[src/common/sisf_consts.svh]
// sisf_consts.svh: offsets, field positions, reset values and timing counts of the status flags
`ifndef SISF_CONSTS_SVH
`define SISF_CONSTS_SVH

// ----------------------------------------------------------------------------
// register indices (byte address is four times the index)
// ----------------------------------------------------------------------------
`define SISF_IDX_EVENT_STATUS_MAIN 10'h000
`define SISF_IDX_EVENT_STATUS_AUX  10'h001
`define SISF_IDX_EVENT_ENABLE_MAIN 10'h002
`define SISF_IDX_EVENT_ENABLE_AUX  10'h003
`define SISF_IDX_STATUS_CONTROL    10'h010

// ----------------------------------------------------------------------------
// field positions
// ----------------------------------------------------------------------------
`define SISF_BIT_ALMOST_FULL       7
`define SISF_BIT_NEW_SAMPLE        6
`define SISF_BIT_AMBIENT_OVF       5
`define SISF_BIT_PROXIMITY         4
`define SISF_BIT_LED_NONCOMPLIANT  3
`define SISF_BIT_TEMP_DONE         2
`define SISF_BIT_SUPPLY_OOR        1
`define SISF_BIT_POWER_LOSS        0
`define SISF_BIT_AUTH_DONE         0
`define SISF_BIT_CLR_ON_FIFO_READ  0
`define SISF_BIT_SHUTDOWN          1

// ----------------------------------------------------------------------------
// reset values and masks
// ----------------------------------------------------------------------------
`define SISF_STATUS_RESET          8'h00
`define SISF_ENABLE_MAIN_MASK      8'hfe
`define SISF_ENABLE_AUX_MASK       8'h01
`define SISF_CONTROL_MASK          8'h03

// ----------------------------------------------------------------------------
// timing
// ----------------------------------------------------------------------------
`define SISF_CLK_PERIOD_NS         10
`define SISF_OOR_QUAL_MS           10
`define SISF_OOR_QUAL_CYCLES       ((`SISF_OOR_QUAL_MS * 1000000) / `SISF_CLK_PERIOD_NS)
`define SISF_PROX_SCALE_SHIFT      11

`endif

[src/common/sisf_pkg.sv]
// sisf_pkg.sv: types of the sensor interrupt status flag block
package sisf_pkg;

    // ------------------------------------------------------------------------
    // proximity tracking states
    // ------------------------------------------------------------------------
    typedef enum logic [1:0] {
        SISF_PROX_OFF    = 2'b00,
        SISF_PROX_NEAR   = 2'b01,
        SISF_PROX_NORMAL = 2'b10
    } sisf_prox_e;

    // ------------------------------------------------------------------------
    // whole state of the block
    // ------------------------------------------------------------------------
    typedef struct packed {
        logic [7:0]  status_main;
        logic [7:0]  status_aux;
        logic [7:0]  enable_main;
        logic [7:0]  enable_aux;
        logic        clear_status_on_fifo_read;
        logic        shutdown_control;
        sisf_prox_e  prox_state;
        logic [19:0] oor_count;
        logic        pready;
        logic [31:0] prdata;
        logic        pslverr;
        logic        irq;
        logic        prox_phase_skip;
    } sisf_state_s;

endpackage : sisf_pkg

[src/sisf_status_flags.sv]
// sisf_status_flags.sv: event status flags, enables and combined request behind an apb slave
//
// Design decision made here: register access over APB.
`include "sisf_consts.svh"

// What this block does
// - set almost-full flag, bit 7, when the next sample would pass the threshold.
// - almost-full clears on main status read, or fifo data read when enabled.
// - set new-sample flag, bit 6, whenever fresh data enters the fifo.
// - new-sample clears on main status read, or fifo data read when enabled.
// - set ambient-cancel overflow flag, bit 5, when cancellation hits its limit.
// - ambient-cancel overflow clears only by reading the main status register.
// - set proximity flag, bit 4, on first exposure crossing; main status read clears.
// - proximity enable at 0 skips the proximity phase and starts the sequence at once.
// - at sample end, noncompliant driver with enable 1 sets bit 3; status read clears.
// - set temperature-done flag, bit 2, when a temperature conversion completes.
// - temperature-done clears on temperature result read or main status read.
// - supply out of range for 10 ms sets bit 1, repeating while it persists.
// - supply-out-of-range flag clears on each main status read that returns it set.
// - power-loss flag, bit 0, marks undervoltage lockout; soft reset never sets it.
// - power-loss clears on main status read or writing 1 to shutdown control.
// - set authentication-done flag, bit 0 of aux status, when hashing completes.
// - authentication-done clears on aux status read; bits 7 to 1 read zero.
// - status flags are read-only, reset to zero, and ignore host writes.
// - a flag requests an interrupt only when its enable bit is 1.
module sisf_status_flags #(
    parameter int OOR_QUAL_CYCLES = `SISF_OOR_QUAL_CYCLES
) (
    input  wire logic        pclk,
    input  wire logic        presetn,
    input  wire logic        clk_en,
    input  wire logic        psel,
    input  wire logic        penable,
    input  wire logic        pwrite,
    input  wire logic [11:0] paddr,
    input  wire logic [31:0] pwdata,
    input  wire logic [3:0]  pstrb,
    output logic             pready,
    output logic [31:0]      prdata,
    output logic             pslverr,
    input  wire logic        sample_push,
    input  wire logic [7:0]  fifo_level,
    input  wire logic [6:0]  almost_full_threshold,
    input  wire logic        fifo_data_read,
    input  wire logic        ambient_cancel_overflow_event,
    input  wire logic        first_exposure_valid,
    input  wire logic [18:0] first_exposure_result,
    input  wire logic [7:0]  prox_threshold,
    input  wire logic        sample_end,
    input  wire logic        led_noncompliant,
    input  wire logic        temp_conversion_done,
    input  wire logic        temp_result_read,
    input  wire logic        supply_above_range,
    input  wire logic        supply_below_range,
    input  wire logic        undervoltage_lockout_event,
    input  wire logic        auth_done_event,
    output logic             irq,
    output logic             prox_phase_skip,
    output logic             shutdown_control,
    output logic             clear_status_on_fifo_read
);

    // ------------------------------------------------------------------------
    // constants
    // ------------------------------------------------------------------------
    localparam logic [19:0] OOR_LAST = 20'(OOR_QUAL_CYCLES - 1);

    // ------------------------------------------------------------------------
    // address decode
    // ------------------------------------------------------------------------
    function automatic logic sisf_hit(input logic [11:0] addr, input logic [9:0] idx);
        sisf_hit = (addr[1:0] == 2'h0) && (addr[11:2] == idx);
    endfunction : sisf_hit

    function automatic logic sisf_mapped(input logic [11:0] addr);
        sisf_mapped = sisf_hit(addr, `SISF_IDX_EVENT_STATUS_MAIN)
                   || sisf_hit(addr, `SISF_IDX_EVENT_STATUS_AUX)
                   || sisf_hit(addr, `SISF_IDX_EVENT_ENABLE_MAIN)
                   || sisf_hit(addr, `SISF_IDX_EVENT_ENABLE_AUX)
                   || sisf_hit(addr, `SISF_IDX_STATUS_CONTROL);
    endfunction : sisf_mapped

    // ------------------------------------------------------------------------
    // state
    // ------------------------------------------------------------------------
    sisf_pkg::sisf_state_s state_reg;
    sisf_pkg::sisf_state_s state_next;

    logic       access_first;
    logic       access_done;
    logic       read_clear;
    logic       write_ok;
    logic [7:0] read_value;
    logic [7:0] main_set;
    logic [7:0] main_clr;
    logic       aux_set;
    logic       aux_clr;
    logic       reading_below;
    logic       prox_set;
    logic       supply_bad;
    logic       oor_set;

    // ------------------------------------------------------------------------
    // next state
    // ------------------------------------------------------------------------
    always_comb begin
        state_next    = state_reg;
        read_value    = 8'h00;
        main_set      = 8'h00;
        main_clr      = 8'h00;
        aux_set       = 1'b0;
        aux_clr       = 1'b0;
        prox_set      = 1'b0;
        oor_set       = 1'b0;

        // one wait state: the read value is latched in the first access cycle
        // so pready and prdata come from flops
        access_first = psel && penable && !state_reg.pready;
        access_done  = psel && penable && state_reg.pready;
        read_clear   = access_done && !pwrite && !state_reg.pslverr;
        write_ok     = access_done && pwrite && !state_reg.pslverr && pstrb[0];

        if (sisf_hit(paddr, `SISF_IDX_EVENT_STATUS_MAIN)) begin
            read_value = state_reg.status_main;
        end else if (sisf_hit(paddr, `SISF_IDX_EVENT_STATUS_AUX)) begin
            read_value = {7'h00, state_reg.status_aux[`SISF_BIT_AUTH_DONE]};
        end else if (sisf_hit(paddr, `SISF_IDX_EVENT_ENABLE_MAIN)) begin
            read_value = state_reg.enable_main;
        end else if (sisf_hit(paddr, `SISF_IDX_EVENT_ENABLE_AUX)) begin
            read_value = state_reg.enable_aux;
        end else if (sisf_hit(paddr, `SISF_IDX_STATUS_CONTROL)) begin
            read_value = {6'h00, state_reg.shutdown_control,
                          state_reg.clear_status_on_fifo_read};
        end else begin
            read_value = 8'h00;
        end

        if (access_first) begin
            state_next.pready  = 1'b1;
            state_next.prdata  = {24'h00_0000, read_value};
            state_next.pslverr = !sisf_mapped(paddr);
        end else begin
            state_next.pready  = 1'b0;
            state_next.pslverr = 1'b0;
        end

        // --------------------------------------------------------------------
        // register writes; status registers take no write at all
        // --------------------------------------------------------------------
        if (write_ok) begin
            if (sisf_hit(paddr, `SISF_IDX_EVENT_ENABLE_MAIN)) begin
                state_next.enable_main = pwdata[7:0] & `SISF_ENABLE_MAIN_MASK;
            end else if (sisf_hit(paddr, `SISF_IDX_EVENT_ENABLE_AUX)) begin
                state_next.enable_aux = pwdata[7:0] & `SISF_ENABLE_AUX_MASK;
            end else if (sisf_hit(paddr, `SISF_IDX_STATUS_CONTROL)) begin
                state_next.clear_status_on_fifo_read = pwdata[`SISF_BIT_CLR_ON_FIFO_READ];
                state_next.shutdown_control          = pwdata[`SISF_BIT_SHUTDOWN];
                if (pwdata[`SISF_BIT_SHUTDOWN]) begin
                    main_clr[`SISF_BIT_POWER_LOSS] = 1'b1;
                end
            end
        end

        // --------------------------------------------------------------------
        // clearing reads: a status read clears only the bits the host actually saw; fifo and temperature reads clear theirs outright
        // --------------------------------------------------------------------
        if (read_clear && sisf_hit(paddr, `SISF_IDX_EVENT_STATUS_MAIN)) begin
            // covers almost-full, new-sample, ambient, proximity, led,
            // temperature, supply and power-loss flags
            main_clr = main_clr | state_reg.prdata[7:0];
        end
        if (read_clear && sisf_hit(paddr, `SISF_IDX_EVENT_STATUS_AUX)) begin
            aux_clr = state_reg.prdata[`SISF_BIT_AUTH_DONE];
        end
        if (fifo_data_read && state_reg.clear_status_on_fifo_read) begin
            main_clr[`SISF_BIT_ALMOST_FULL] = 1'b1;
            main_clr[`SISF_BIT_NEW_SAMPLE]  = 1'b1;
        end
        if (temp_result_read) begin
            main_clr[`SISF_BIT_TEMP_DONE] = 1'b1;
        end

        // --------------------------------------------------------------------
        // proximity tracking
        // --------------------------------------------------------------------
        reading_below = first_exposure_result <
                        {prox_threshold, {`SISF_PROX_SCALE_SHIFT{1'b0}}};
        case (state_reg.prox_state)
            sisf_pkg::SISF_PROX_OFF: begin
                if (state_reg.enable_main[`SISF_BIT_PROXIMITY] && first_exposure_valid) begin
                    prox_set = 1'b1;
                    state_next.prox_state = reading_below ? sisf_pkg::SISF_PROX_NEAR
                                                          : sisf_pkg::SISF_PROX_NORMAL;
                end
            end
            sisf_pkg::SISF_PROX_NEAR: begin
                if (first_exposure_valid && !reading_below) begin
                    prox_set = 1'b1;
                    state_next.prox_state = sisf_pkg::SISF_PROX_NORMAL;
                end
            end
            sisf_pkg::SISF_PROX_NORMAL: begin
                if (first_exposure_valid && reading_below) begin
                    prox_set = 1'b1;
                    state_next.prox_state = sisf_pkg::SISF_PROX_NEAR;
                end
            end
            default: begin
                state_next.prox_state = sisf_pkg::SISF_PROX_OFF;
            end
        endcase
        if (!state_reg.enable_main[`SISF_BIT_PROXIMITY]) begin
            // disabled tracking forgets its mode, so re-enabling reports afresh
            state_next.prox_state = sisf_pkg::SISF_PROX_OFF;
            prox_set = 1'b0;
        end
        state_next.prox_phase_skip = !state_next.enable_main[`SISF_BIT_PROXIMITY];

        // --------------------------------------------------------------------
        // supply qualification: restarts after each report so the flag
        // keeps coming back while the supply stays bad
        // --------------------------------------------------------------------
        supply_bad = supply_above_range || supply_below_range;
        if (!supply_bad) begin
            state_next.oor_count = 20'h0_0000;
        end else if (state_reg.oor_count >= OOR_LAST) begin
            oor_set = 1'b1;
            state_next.oor_count = 20'h0_0000;
        end else begin
            state_next.oor_count = state_reg.oor_count + 20'h0_0001;
        end

        // --------------------------------------------------------------------
        // event sources
        // --------------------------------------------------------------------
        if (sample_push && ({1'b0, fifo_level} + 9'h001 > {2'b00, almost_full_threshold})) begin
            main_set[`SISF_BIT_ALMOST_FULL] = 1'b1;
        end
        main_set[`SISF_BIT_NEW_SAMPLE]  = sample_push;
        main_set[`SISF_BIT_AMBIENT_OVF] = ambient_cancel_overflow_event;
        main_set[`SISF_BIT_PROXIMITY]   = prox_set;
        main_set[`SISF_BIT_LED_NONCOMPLIANT] = sample_end && led_noncompliant
                               && state_reg.enable_main[`SISF_BIT_LED_NONCOMPLIANT];
        main_set[`SISF_BIT_TEMP_DONE]   = temp_conversion_done;
        main_set[`SISF_BIT_SUPPLY_OOR]  = oor_set;
        // soft reset is not an input here, so it cannot raise this flag
        main_set[`SISF_BIT_POWER_LOSS]  = undervoltage_lockout_event;
        aux_set = auth_done_event;

        // set wins over clear so an event in the clearing cycle survives
        state_next.status_main = (state_reg.status_main & ~main_clr) | main_set;
        state_next.status_aux  = {7'h00,
                                  (state_reg.status_aux[`SISF_BIT_AUTH_DONE] && !aux_clr)
                                  || aux_set};

        // --------------------------------------------------------------------
        // combined request from the next flag values, so irq is a flop
        // --------------------------------------------------------------------
        state_next.irq = |(state_next.status_main & state_next.enable_main)
                      || |(state_next.status_aux & state_next.enable_aux);
    end

    // ------------------------------------------------------------------------
    // registers
    // ------------------------------------------------------------------------
    always_ff @(posedge pclk or negedge presetn) begin
        if (!presetn) begin
            state_reg <= '0;
        end else if (clk_en) begin
            state_reg <= state_next;
        end
    end

    // ------------------------------------------------------------------------
    // outputs
    // ------------------------------------------------------------------------
    assign pready                    = state_reg.pready;
    assign prdata                    = state_reg.prdata;
    assign pslverr                   = state_reg.pslverr;
    assign irq                       = state_reg.irq;
    assign prox_phase_skip           = state_reg.prox_phase_skip;
    assign shutdown_control          = state_reg.shutdown_control;
    assign clear_status_on_fifo_read = state_reg.clear_status_on_fifo_read;

endmodule : sisf_status_flags

[config.mk]
export PLATFORM = sky130hd
export DESIGN_NAME = sisf_status_flags
export DESIGN_NICKNAME = d
export VERILOG_FILES = /design/src/common/sisf_pkg.sv /design/src/sisf_status_flags.sv
export VERILOG_INCLUDE_DIRS = /design/src /design/src/common
export SDC_FILE = /design/constraint.sdc
export NUM_CORES = 1
export LEC_CHECK = 0
export CORE_MARGIN = 3
export CORE_UTILIZATION = 30
export DETAILED_ROUTE_END_ITERATION = 8
export DONT_BUFFER_PORTS = 1
export PLACE_DENSITY = 0.5
export SYNTH_ARGS = -nofsm -noshare
export SYNTH_HDL_FRONTEND = slang
export SYNTH_SLANG_ARGS = --single-unit
export TNS_END_PERCENT = 50
[constraint.sdc]
create_clock -name pclk -period 3.1 [get_ports pclk]
set_clock_uncertainty 0.1 [all_clocks]
set_input_delay 0.155 -clock pclk [delete_from_list [all_inputs] [get_ports pclk]]
set_output_delay 0.155 -clock pclk [all_outputs]
set_load 0.02 [all_outputs]
Word level (Yosys, flattened, before mapping) --
Cells that the tools add are included.
Word-level totals: flip-flop bits (word level) 61, bits of input ports 108, output and inout bits 38, logic and storage cells 118
Cells by class: $add $sub $neg 2, $lt $le $gt $ge 3, eq/ne operators 9, mux-type cells 38, bitwise logic cells 8, reductions and logical operators 45
Operators with widths (count):
- 8-bit 2-to-1 mux | 7
- 20-bit 2-to-1 mux | 2
- 1-bit logical AND | 23
- 20-bit by 1-bit adder with 20-bit output, second input constant | 1
- 10-bit by 2-bit equality test with 1-bit output, second input constant | 2
- 20-bit >= comparator, second input constant | 1
- 19-bit < comparator | 1
- 18-bit 2-to-1 mux | 1
- 2-bit 2-to-1 mux | 9
- 8-bit AND | 2
- 1-bit 2-to-1 mux | 16
- 8-bit OR reduction | 2
- 10-bit by 1-bit equality test with 1-bit output, second input constant | 1
- 10-bit by 5-bit equality test with 1-bit output, second input constant | 1
- 10-bit zero test | 1
- 10-bit 2-to-1 mux | 1
- 8-bit by 1-bit adder with 9-bit output, second input constant | 1
- 9-bit by 7-bit > comparator with 1-bit output | 1
- 3-bit != test, second input constant | 3
- 1-bit by 8-bit AND with 8-bit output | 1
- 8-bit inverter | 1
- 1-bit by 8-bit bitwise OR with 8-bit output | 1
- 8-bit bitwise OR | 1
- 1-bit zero test | 7
- other kinds (10) | 18

Logic depth before layout (Yosys ltp) --
Gate-level depths: netlist of run 1.
depth after elaboration 15, gate-level depth with buffers 12, gate-level depth less buffers 12

Worst setup path after synthesis of run 1 --
Ideal clock, no wire load.
path kind input to register, from in paddr[1], to reg state_reg, in the netlist irq, library setup time 0.133 ns, arrival time 2.155 ns, path slack 0.712 ns, cell stages on the path 7, buffers on the path 0, cells stage by stage or4_4 nor4_4 and3_1 o221ai_2 a32o_1 a2111oi_2 a31oi_1
On the way: word-level cells in the longest chain between the ends 14, elaborated cells between the ends (all ways) 32, classes of those cells mux: 12; bitwise: 6; reduce/logical: 14
RTL lines:
- from (decl) | line sisf_status_flags.sv:35 | input wire logic [11:0] paddr,
- 2-bit zero test * | line sisf_status_flags.sv:72 | sisf_hit = (addr[1:0] == 2'h0) && (addr[11:2] == idx);
- 1-bit logical AND | line sisf_status_flags.sv:72
- 1-bit 2-to-1 mux | line sisf_status_flags.sv:155 | end else if (sisf_hit(paddr, `SISF_IDX_STATUS_CONTROL)) begin
- 1-bit 2-to-1 mux | line sisf_status_flags.sv:153 | end else if (sisf_hit(paddr, `SISF_IDX_EVENT_ENABLE_AUX)) begin
- 1-bit 2-to-1 mux | line sisf_status_flags.sv:151 | if (sisf_hit(paddr, `SISF_IDX_EVENT_ENABLE_MAIN)) begin
- 1-bit 2-to-1 mux | line sisf_status_flags.sv:150 | if (write_ok) begin
- 1-bit by 8-bit bitwise OR with 8-bit output | line sisf_status_flags.sv:170 | main_clr = main_clr | state_reg.prdata[7:0];
- 8-bit 2-to-1 mux | line sisf_status_flags.sv:167 | if (read_clear && sisf_hit(paddr, `SISF_IDX_EVENT_STATUS_MAIN)) begin
- 8-bit inverter | line sisf_status_flags.sv:251 | state_next.status_main = (state_reg.status_main & ~main_clr) | main_set;
- 8-bit AND | line sisf_status_flags.sv:251
- 8-bit bitwise OR | line sisf_status_flags.sv:251
- 8-bit AND | line sisf_status_flags.sv:259 | state_next.irq = |(state_next.status_main & state_next.enable_main)
- 8-bit OR reduction | line sisf_status_flags.sv:259
- 1-bit logical OR * | line sisf_status_flags.sv:260 | || |(state_next.status_aux & state_next.enable_aux);
- to (signal assigned) | line sisf_status_flags.sv:270 | state_reg <= state_next;
- to (decl) | line sisf_status_flags.sv:86 | sisf_pkg::sisf_state_s state_reg;
Every way passes the cells marked *; elsewhere a longest branch is shown, timed or not. A chain may end at the register's enable or synchronous reset.

Final worst setup path of run 1 --
from reg state_reg[48] in the netlist's numbering, to reg state_reg[43] in the netlist's numbering
On the way: word-level cells in the longest chain between the ends 3
RTL lines:
- 20-bit >= comparator | line sisf_status_flags.sv:226 | end else if (state_reg.oor_count >= OOR_LAST) begin
- 20-bit 2-to-1 mux | line sisf_status_flags.sv:226
- 20-bit 2-to-1 mux | line sisf_status_flags.sv:224 | if (!supply_bad) begin
Every way passes these cells.

==> results of run 1 <==
==> worst max-delay path, cell delays in order, from the launching register on <==
cell	delay (ns)
dfrtp_1	0.43
or4_1	0.54
o21ai_0	0.27
a21oi_1	0.13
or3_1	0.63
o41ai_1	0.43
==> cell type report <==
class	instances	area (um2)	share of cell area, %
multi-input cells	321	2076	49.95
repair buffers	24	247.7	5.962
flip-flops and latches	54	1351	32.52
clock buffers	5	125.1	3.011
well taps	168	210.2	5.059
clock inverters	3	47.55	1.144
inverters	26	97.59	2.349
==> cell usage after synthesis, types with 12 or more instances <==
cell	number	area, um2
dfrtp_1	54	1351
nand2_1	51	191.4
buf_4	32	240.2
inv_1	26	97.59
o31ai_1	24	180.2
nand3_1	23	115.1
nor2_1	23	86.33
o21ai_0	21	105.1
a21oi_1	18	90.09
ha_1	16	200.2
clkbuf_1	13	48.80
mux2_2	12	135.1
==> per-stage QoR <==
stage          instances  setup slack (ns)  hold WS (ns)  cell area [um2]  power [mW]
6_report             601            0.4427       0.01496             4155       1.700
3_5_place_dp         577            0.4529       -0.2383             3795      0.9984
2_1_floorplan        447            0.7120       -0.2406             3817      0.9881
4_1_cts              601            0.4323      0.005212             4155       1.728
3_3_place_gp         577            0.5001       -0.2386             3795      0.9911
5_1_grt              601            0.2199       0.01103             4155       1.783
==> cell families after synthesis <==
logic type	Yosys count	share of synthesized area (%)
AND/OR/NAND/NOR	150	21.46
AO/OA/AOI/OAI	108	20.02
buffers and inverters	72	10.46
flip-flops	54	36.22
multiplexers	17	4.963
adder cells (fa/ha/maj)	16	5.365
XOR/XNOR	6	1.409
other	1	0.1005
==> worst paths after layout <==
check | start | slack, ns | to
max in group asynchronous | presetn | 2.34 | state_reg[86]
min in group asynchronous | presetn | 0.33 | state_reg[56]
worst max register to register | state_reg[48] | 0.44 | state_reg[43]
worst min-delay path | undervoltage_lockout_event | 0.01 | state_reg[84]
worst max-delay path | state_reg[48] | 0.44 | state_reg[43]
worst min register to register | state_reg[56] | 0.41 | state_reg[56]
==> layer usage <==
| layer | routed length (um) | track usage, % | up-vias |
|---|---|---|---|
| li1 | - | - | 1511 |
| met1 | 4498 | 18.50 | 1431 |
| met2 | 4448 | 22.00 | 81 |
| met3 | 532 | 3.027 | 9 |
| met4 | 112 | 3.516 | 0 |
| met5 | 0 | 0 | - |
==> where the power goes <==
group          switching (mW)  leakage (nW)  internal (mW)
Sequential             0.0504         0.698          0.740
Combinational           0.140          1.04         0.0975
Clock                   0.285        0.0848          0.388
Total                   0.475          1.82           1.23
==> repair_timing <==
action / 4_1_cts / 5_1_grt
resized for setup: 0 / 0
endpoints found under the hold margin: 96 / 0
hold buffers: 16 / 0
==> impl_results.md, run 1 <==
* Worst relative slew slack at between 50% and 60%
* Crit path launch type: flop
* Final ANT Viol Nets at 0
* Grt ovf at 0
* Post-layout util at roughly a third
* Post-layout min period at roughly 2.7 ns
* Vias in the first global route at ~3000
* H-tree levels at 2
* Worst Tran Pin Value at roughly 0.72 ns
* Number of remaining DRC errors at 0
* Status: finished clean
* GPL Wtd Cong at about 0.79
* Period Utilization, post-route at between 80 and 90%
* Fraction of layout cells with a size suffix above 1 at a little over a tenth
* CP max FO at 16
* Worst Path Arrival at about 2.8 ns
* Largest net degree at the start of global routing at 55
* Die Wd at 117.5 um
* Layout area overhead at 11.37%
* Std-Cell Core Area at between 10000 and 15000 um2
* Fillcell total at between 1000 and 1500
* Cell area after synthesis at between 3000 and 4000 um2
* Io pins at around 150
* Initial antenna violation count at 0
* Placed wire-length estimate at around 6900 um
* Buffers on Ports at 0
* Post-synthesis sequential area ratio at between 30% and 40%
* Total Routing Usage GR at around 14%
* First-pass GRT wire length at 15500 um
* Worst endpoint required time at roughly 3.2 ns
* Mapped Avg Cell Area at 8.800 um2
* Max Slew Vio Count at 0
* Max VDD drop at approximately 0.00022 V
* Setup TNS at 0 ns
* Count of different cell masters after synthesis at 58
* Area of the die at 13810 um2
* First DRT Iteration DRCs at between 150 and 200
* Clock sink total at 54
* Reg2Reg Depth at 5
* Max FFs per register at 40
* Critical path endpoint category: flop
* TritonCTS buffer count at 5
* Die height at roughly 120 um
* Initial DRT Pass Iterations at 6
* Via-per-instance ratio at roughly 5.0
* Total number of vias at 3032
* Setup bufs post-CTS at 0
* Worst-skew pair later-pin latency at approximately 0.30 ns
* Final Hold Fails at 0
* EDFF count, synth at 0
* Layout Nets at 556
* Placement Rows at 40
* WL/cell at around 16 um
* Final setup vio count at 0
* Clk buf depth at 2
* LEAKAGE at roughly 1.8 nW
* Flops & latches, synth at between 50 and 60
* CTS tree: yes
* Most frequent cells in the layout: dfrtp_1 (54), nand2_1 (51), inv_1 (26)
* Async SR Flop Fraction at 100.0%
* Number of max-cap violations at 0
* CTS root buffer: clkbuf_16
* Main synth FF type: dfrtp_1
* N_diodes at 0
* PD cells at ~410 nW/um2
* WL final at 9593 um
* Mapped Cells at between 400 and 500
* Worst setup path class: reg -> reg
* RSZ-0062 raised after global routing: no
* Ys Warns at 0
* Fmax at 0.3763 GHz
* Worst hold path class: in -> reg
* Clk slew on worst S/H paths at 0.08 ns
* Cells on Worst Hold Path at 2
* Most common cell after layout, fill and taps aside: dfrtp_1
* Initial Utilization at roughly 31%
Note: power is estimated with default switching activity, not from simulation.
==> run 2: changes to the inputs <==
--- a/config.mk
+++ b/config.mk
@@ -10,6 +10,7 @@
 export CORE_UTILIZATION = 30
 export DETAILED_ROUTE_END_ITERATION = 8
 export DONT_BUFFER_PORTS = 1
+export GPL_TIMING_DRIVEN = 0
 export PLACE_DENSITY = 0.5
 export SYNTH_ARGS = -nofsm -noshare
 export SYNTH_HDL_FRONTEND = slang
==> run 2 against run 1 <==
  * Critical path depth is 4 higher
  * Sequential power hardly changed
  * Largest power group unchanged
  * Cell count increased by 5.8%
  * Total power grew 1.9%
  * Core utilization rose by 1.6 points
  * Worst setup slack got worse by 0.18 ns
  * Global-route usage rose by 0.52 points
  * Critical endpoint is now state_reg[51]
  * Routed wire length rose by 3.7%
  * Clock-buffer cell count grew 1
==> impl_results.md, run 2 (same netlist as run 1, synthesis figures left out) <==
* WL/cell at 15.64 um (-2.0%)
* CTS tree: yes
* Most frequent cells in the layout: dfrtp_1 (54), nand2_1 (51), buf_4 (32)
* RSZ-0062 raised after global routing: no
* Max Slew Vio Count at 0 (unchanged)
* Worst endpoint required time at 3.15 ns (-0.04 ns)
* Die height at 117.5 um (unchanged)
* WL final at 9945 um (+3.7%)
* Setup bufs post-CTS at 0 (unchanged)
* Final Hold Fails at 0 (unchanged)
* Number of max-cap violations at 0 (unchanged)
* Slack of the critical path at 0.2628 ns (-0.1799 ns)
* Setup TNS at 0 ns (unchanged)
* Initial Utilization at 30.93% (unchanged)
* Via-per-instance ratio at 4.953 (-1.8%)
* Worst Path Arrival at 2.89 ns (+0.14 ns)
* Max VDD drop at 0.0001788 V (-18%)
* Buffers on Ports at 0 (unchanged)
* CP max FO at 10 (-6)
* Worst hold path class: in -> reg
* Layout area overhead at 16.67%
* LEAKAGE at 1.957 nW (+7.5%)
* Initial DRT Pass Iterations at 5 (-1)
* Std-Cell Core Area at 12060 um2 (unchanged)
* Grt ovf at 0 (unchanged)
* Final ANT Viol Nets at 0 (unchanged)
* Crit path launch type: flop
* GPL Wtd Cong at 0.8233 (+3.7%)
* Vias in the first global route at 3189 (+6.8%)
* Io pins at 146 (unchanged)
* Fraction of layout cells with a size suffix above 1 at 14.74% (+4.1 points)
* Number of remaining DRC errors at 0 (unchanged)
* Status: finished clean
* N_diodes at 0 (unchanged)
* Final std cells w/o fill at 636 (+5.8%)
* Placed wire-length estimate at 7536 um (+9.5%)
* Worst setup path class: reg -> reg
* Clock sink total at 54 (unchanged)
* PD cells at 398.0 nW/um2 (-2.7%)
* Total number of vias at 3150 (+3.9%)
* Most common cell after layout, fill and taps aside: dfrtp_1
* Critical path endpoint category: flop
* Worst relative slew slack at 27.70% (-24 points)
* Final setup vio count at 0 (unchanged)
* Area of the die at 13810 um2 (unchanged)
* Worst Tran Pin Value at 1.082 ns (+0.3582 ns)
* Clk buf depth at 2 (unchanged)
* Max FFs per register at 40 (unchanged)
* Total Routing Usage GR at 14.12% (+0.52 points)
* CTS resizes at 0 (unchanged)
* Fmax at 0.3525 GHz (-6.3%)
* Total Power at 1.732 mW (+1.9%)
* # hold bufs at CTS at 13 (-3)
* H-tree levels at 2 (unchanged)
* Place WS at 0.2356 ns (-0.2173 ns)
* Layout Nets at 591 (+6.3%)
* Initial antenna violation count at 0 (unchanged)
* Clk slew on worst S/H paths at 0.07 ns (about the same)
* First-pass GRT wire length at 16170 um (+4.3%)
* Placed cells at 615 (+6.6%)
* Post-layout min period at 2.837 ns (+0.1799 ns)
* Largest net degree at the start of global routing at 55 (unchanged)
* Placement Rows at 40 (unchanged)
* Period Utilization, post-route at 91.52% (+5.8 points)
* First DRT Iteration DRCs at 171 (+6.2%)
* TritonCTS buffer count at 5 (unchanged)
* CTS root buffer: clkbuf_16
* Die Wd at 117.5 um (unchanged)
* Worst-skew pair later-pin latency at 0.30 ns (about the same)
-- run 2: cell count changes in the layout (fill, tap and decap cells not counted) --
cell,delta
inv_6,-1
dlygate4sd3_1,-2
buf_1,+1
clkbuf_8,+1
buf_12,-1
clkbuf_1,+13
buf_4,+24
-- run 2: metrics by stage --
step / utilization [%] / area, um2 / hold slack [ns]
3_5_place_dp: 33.39 / 4028 / -0.2379
4_1_cts: 36.09 / 4353 / 0.009481
3_3_place_gp: 33.39 / 4028 / -0.2383
2_1_floorplan: - / 3817 / -0.2406
6_report: 36.09 / 4353 / 0.01162
5_1_grt: 36.09 / 4353 / 0.02235
-- run 2: worst max-delay path, cell delays in order, from the launching register on --
cell and delay (ns):
dfrtp_1 0.40, ha_1 0.22, nand3_1 0.17, o21ai_0 0.21, o21ai_0 0.16, a21oi_1 0.34
or3_1 0.16, clkbuf_1 0.30, clkbuf_1 0.44, o21ai_0 0.18
-- run 2: cell type report --
cell class                      instances  area, um2
Multi-Input combinational cell        321       2076
Buffer                                 46      292.8
Sequential cell                        54       1351
Clock inverter                          2      38.79
Fill cell                            1243       7709
Clock buffer                            6      138.9
Timing Repair Buffer                   13      147.6
Inverter                               26      97.59
Tap cell                              168      210.2
-- run 2: worst paths after layout --
check                                            from            end  slack (ns)  depth (start not counted)
min                        undervoltage_lockout_event  state_reg[84]        0.01                          2
max                                     state_reg[36]  state_reg[51]        0.26                          9
max reg2reg                             state_reg[36]  state_reg[51]        0.26                          9
min in group asynchronous                     presetn  state_reg[47]        0.29                          2
max in group asynchronous                     presetn  state_reg[42]        2.37                          2
min reg2reg                             state_reg[56]  state_reg[56]        0.41                          1
-- run 2: per-layer routing --
metal	routed length (um)	vias to the layer above	GRT usage [%]
li1	-	1575	-
met1	4492	1476	18.23
met2	4824	93	24.28
met3	528	6	2.883
met4	99	0	3.516
met5	0	-	0
-- run 2: report_power, final --
part / total, mW / internal [mW] / switching [mW] / leakage (nW)
clock network: 0.675 / 0.407 / 0.268 / 0.0875
logic: 0.269 / 0.115 / 0.154 / 1.17
registers: 0.789 / 0.740 / 0.0488 / 0.698
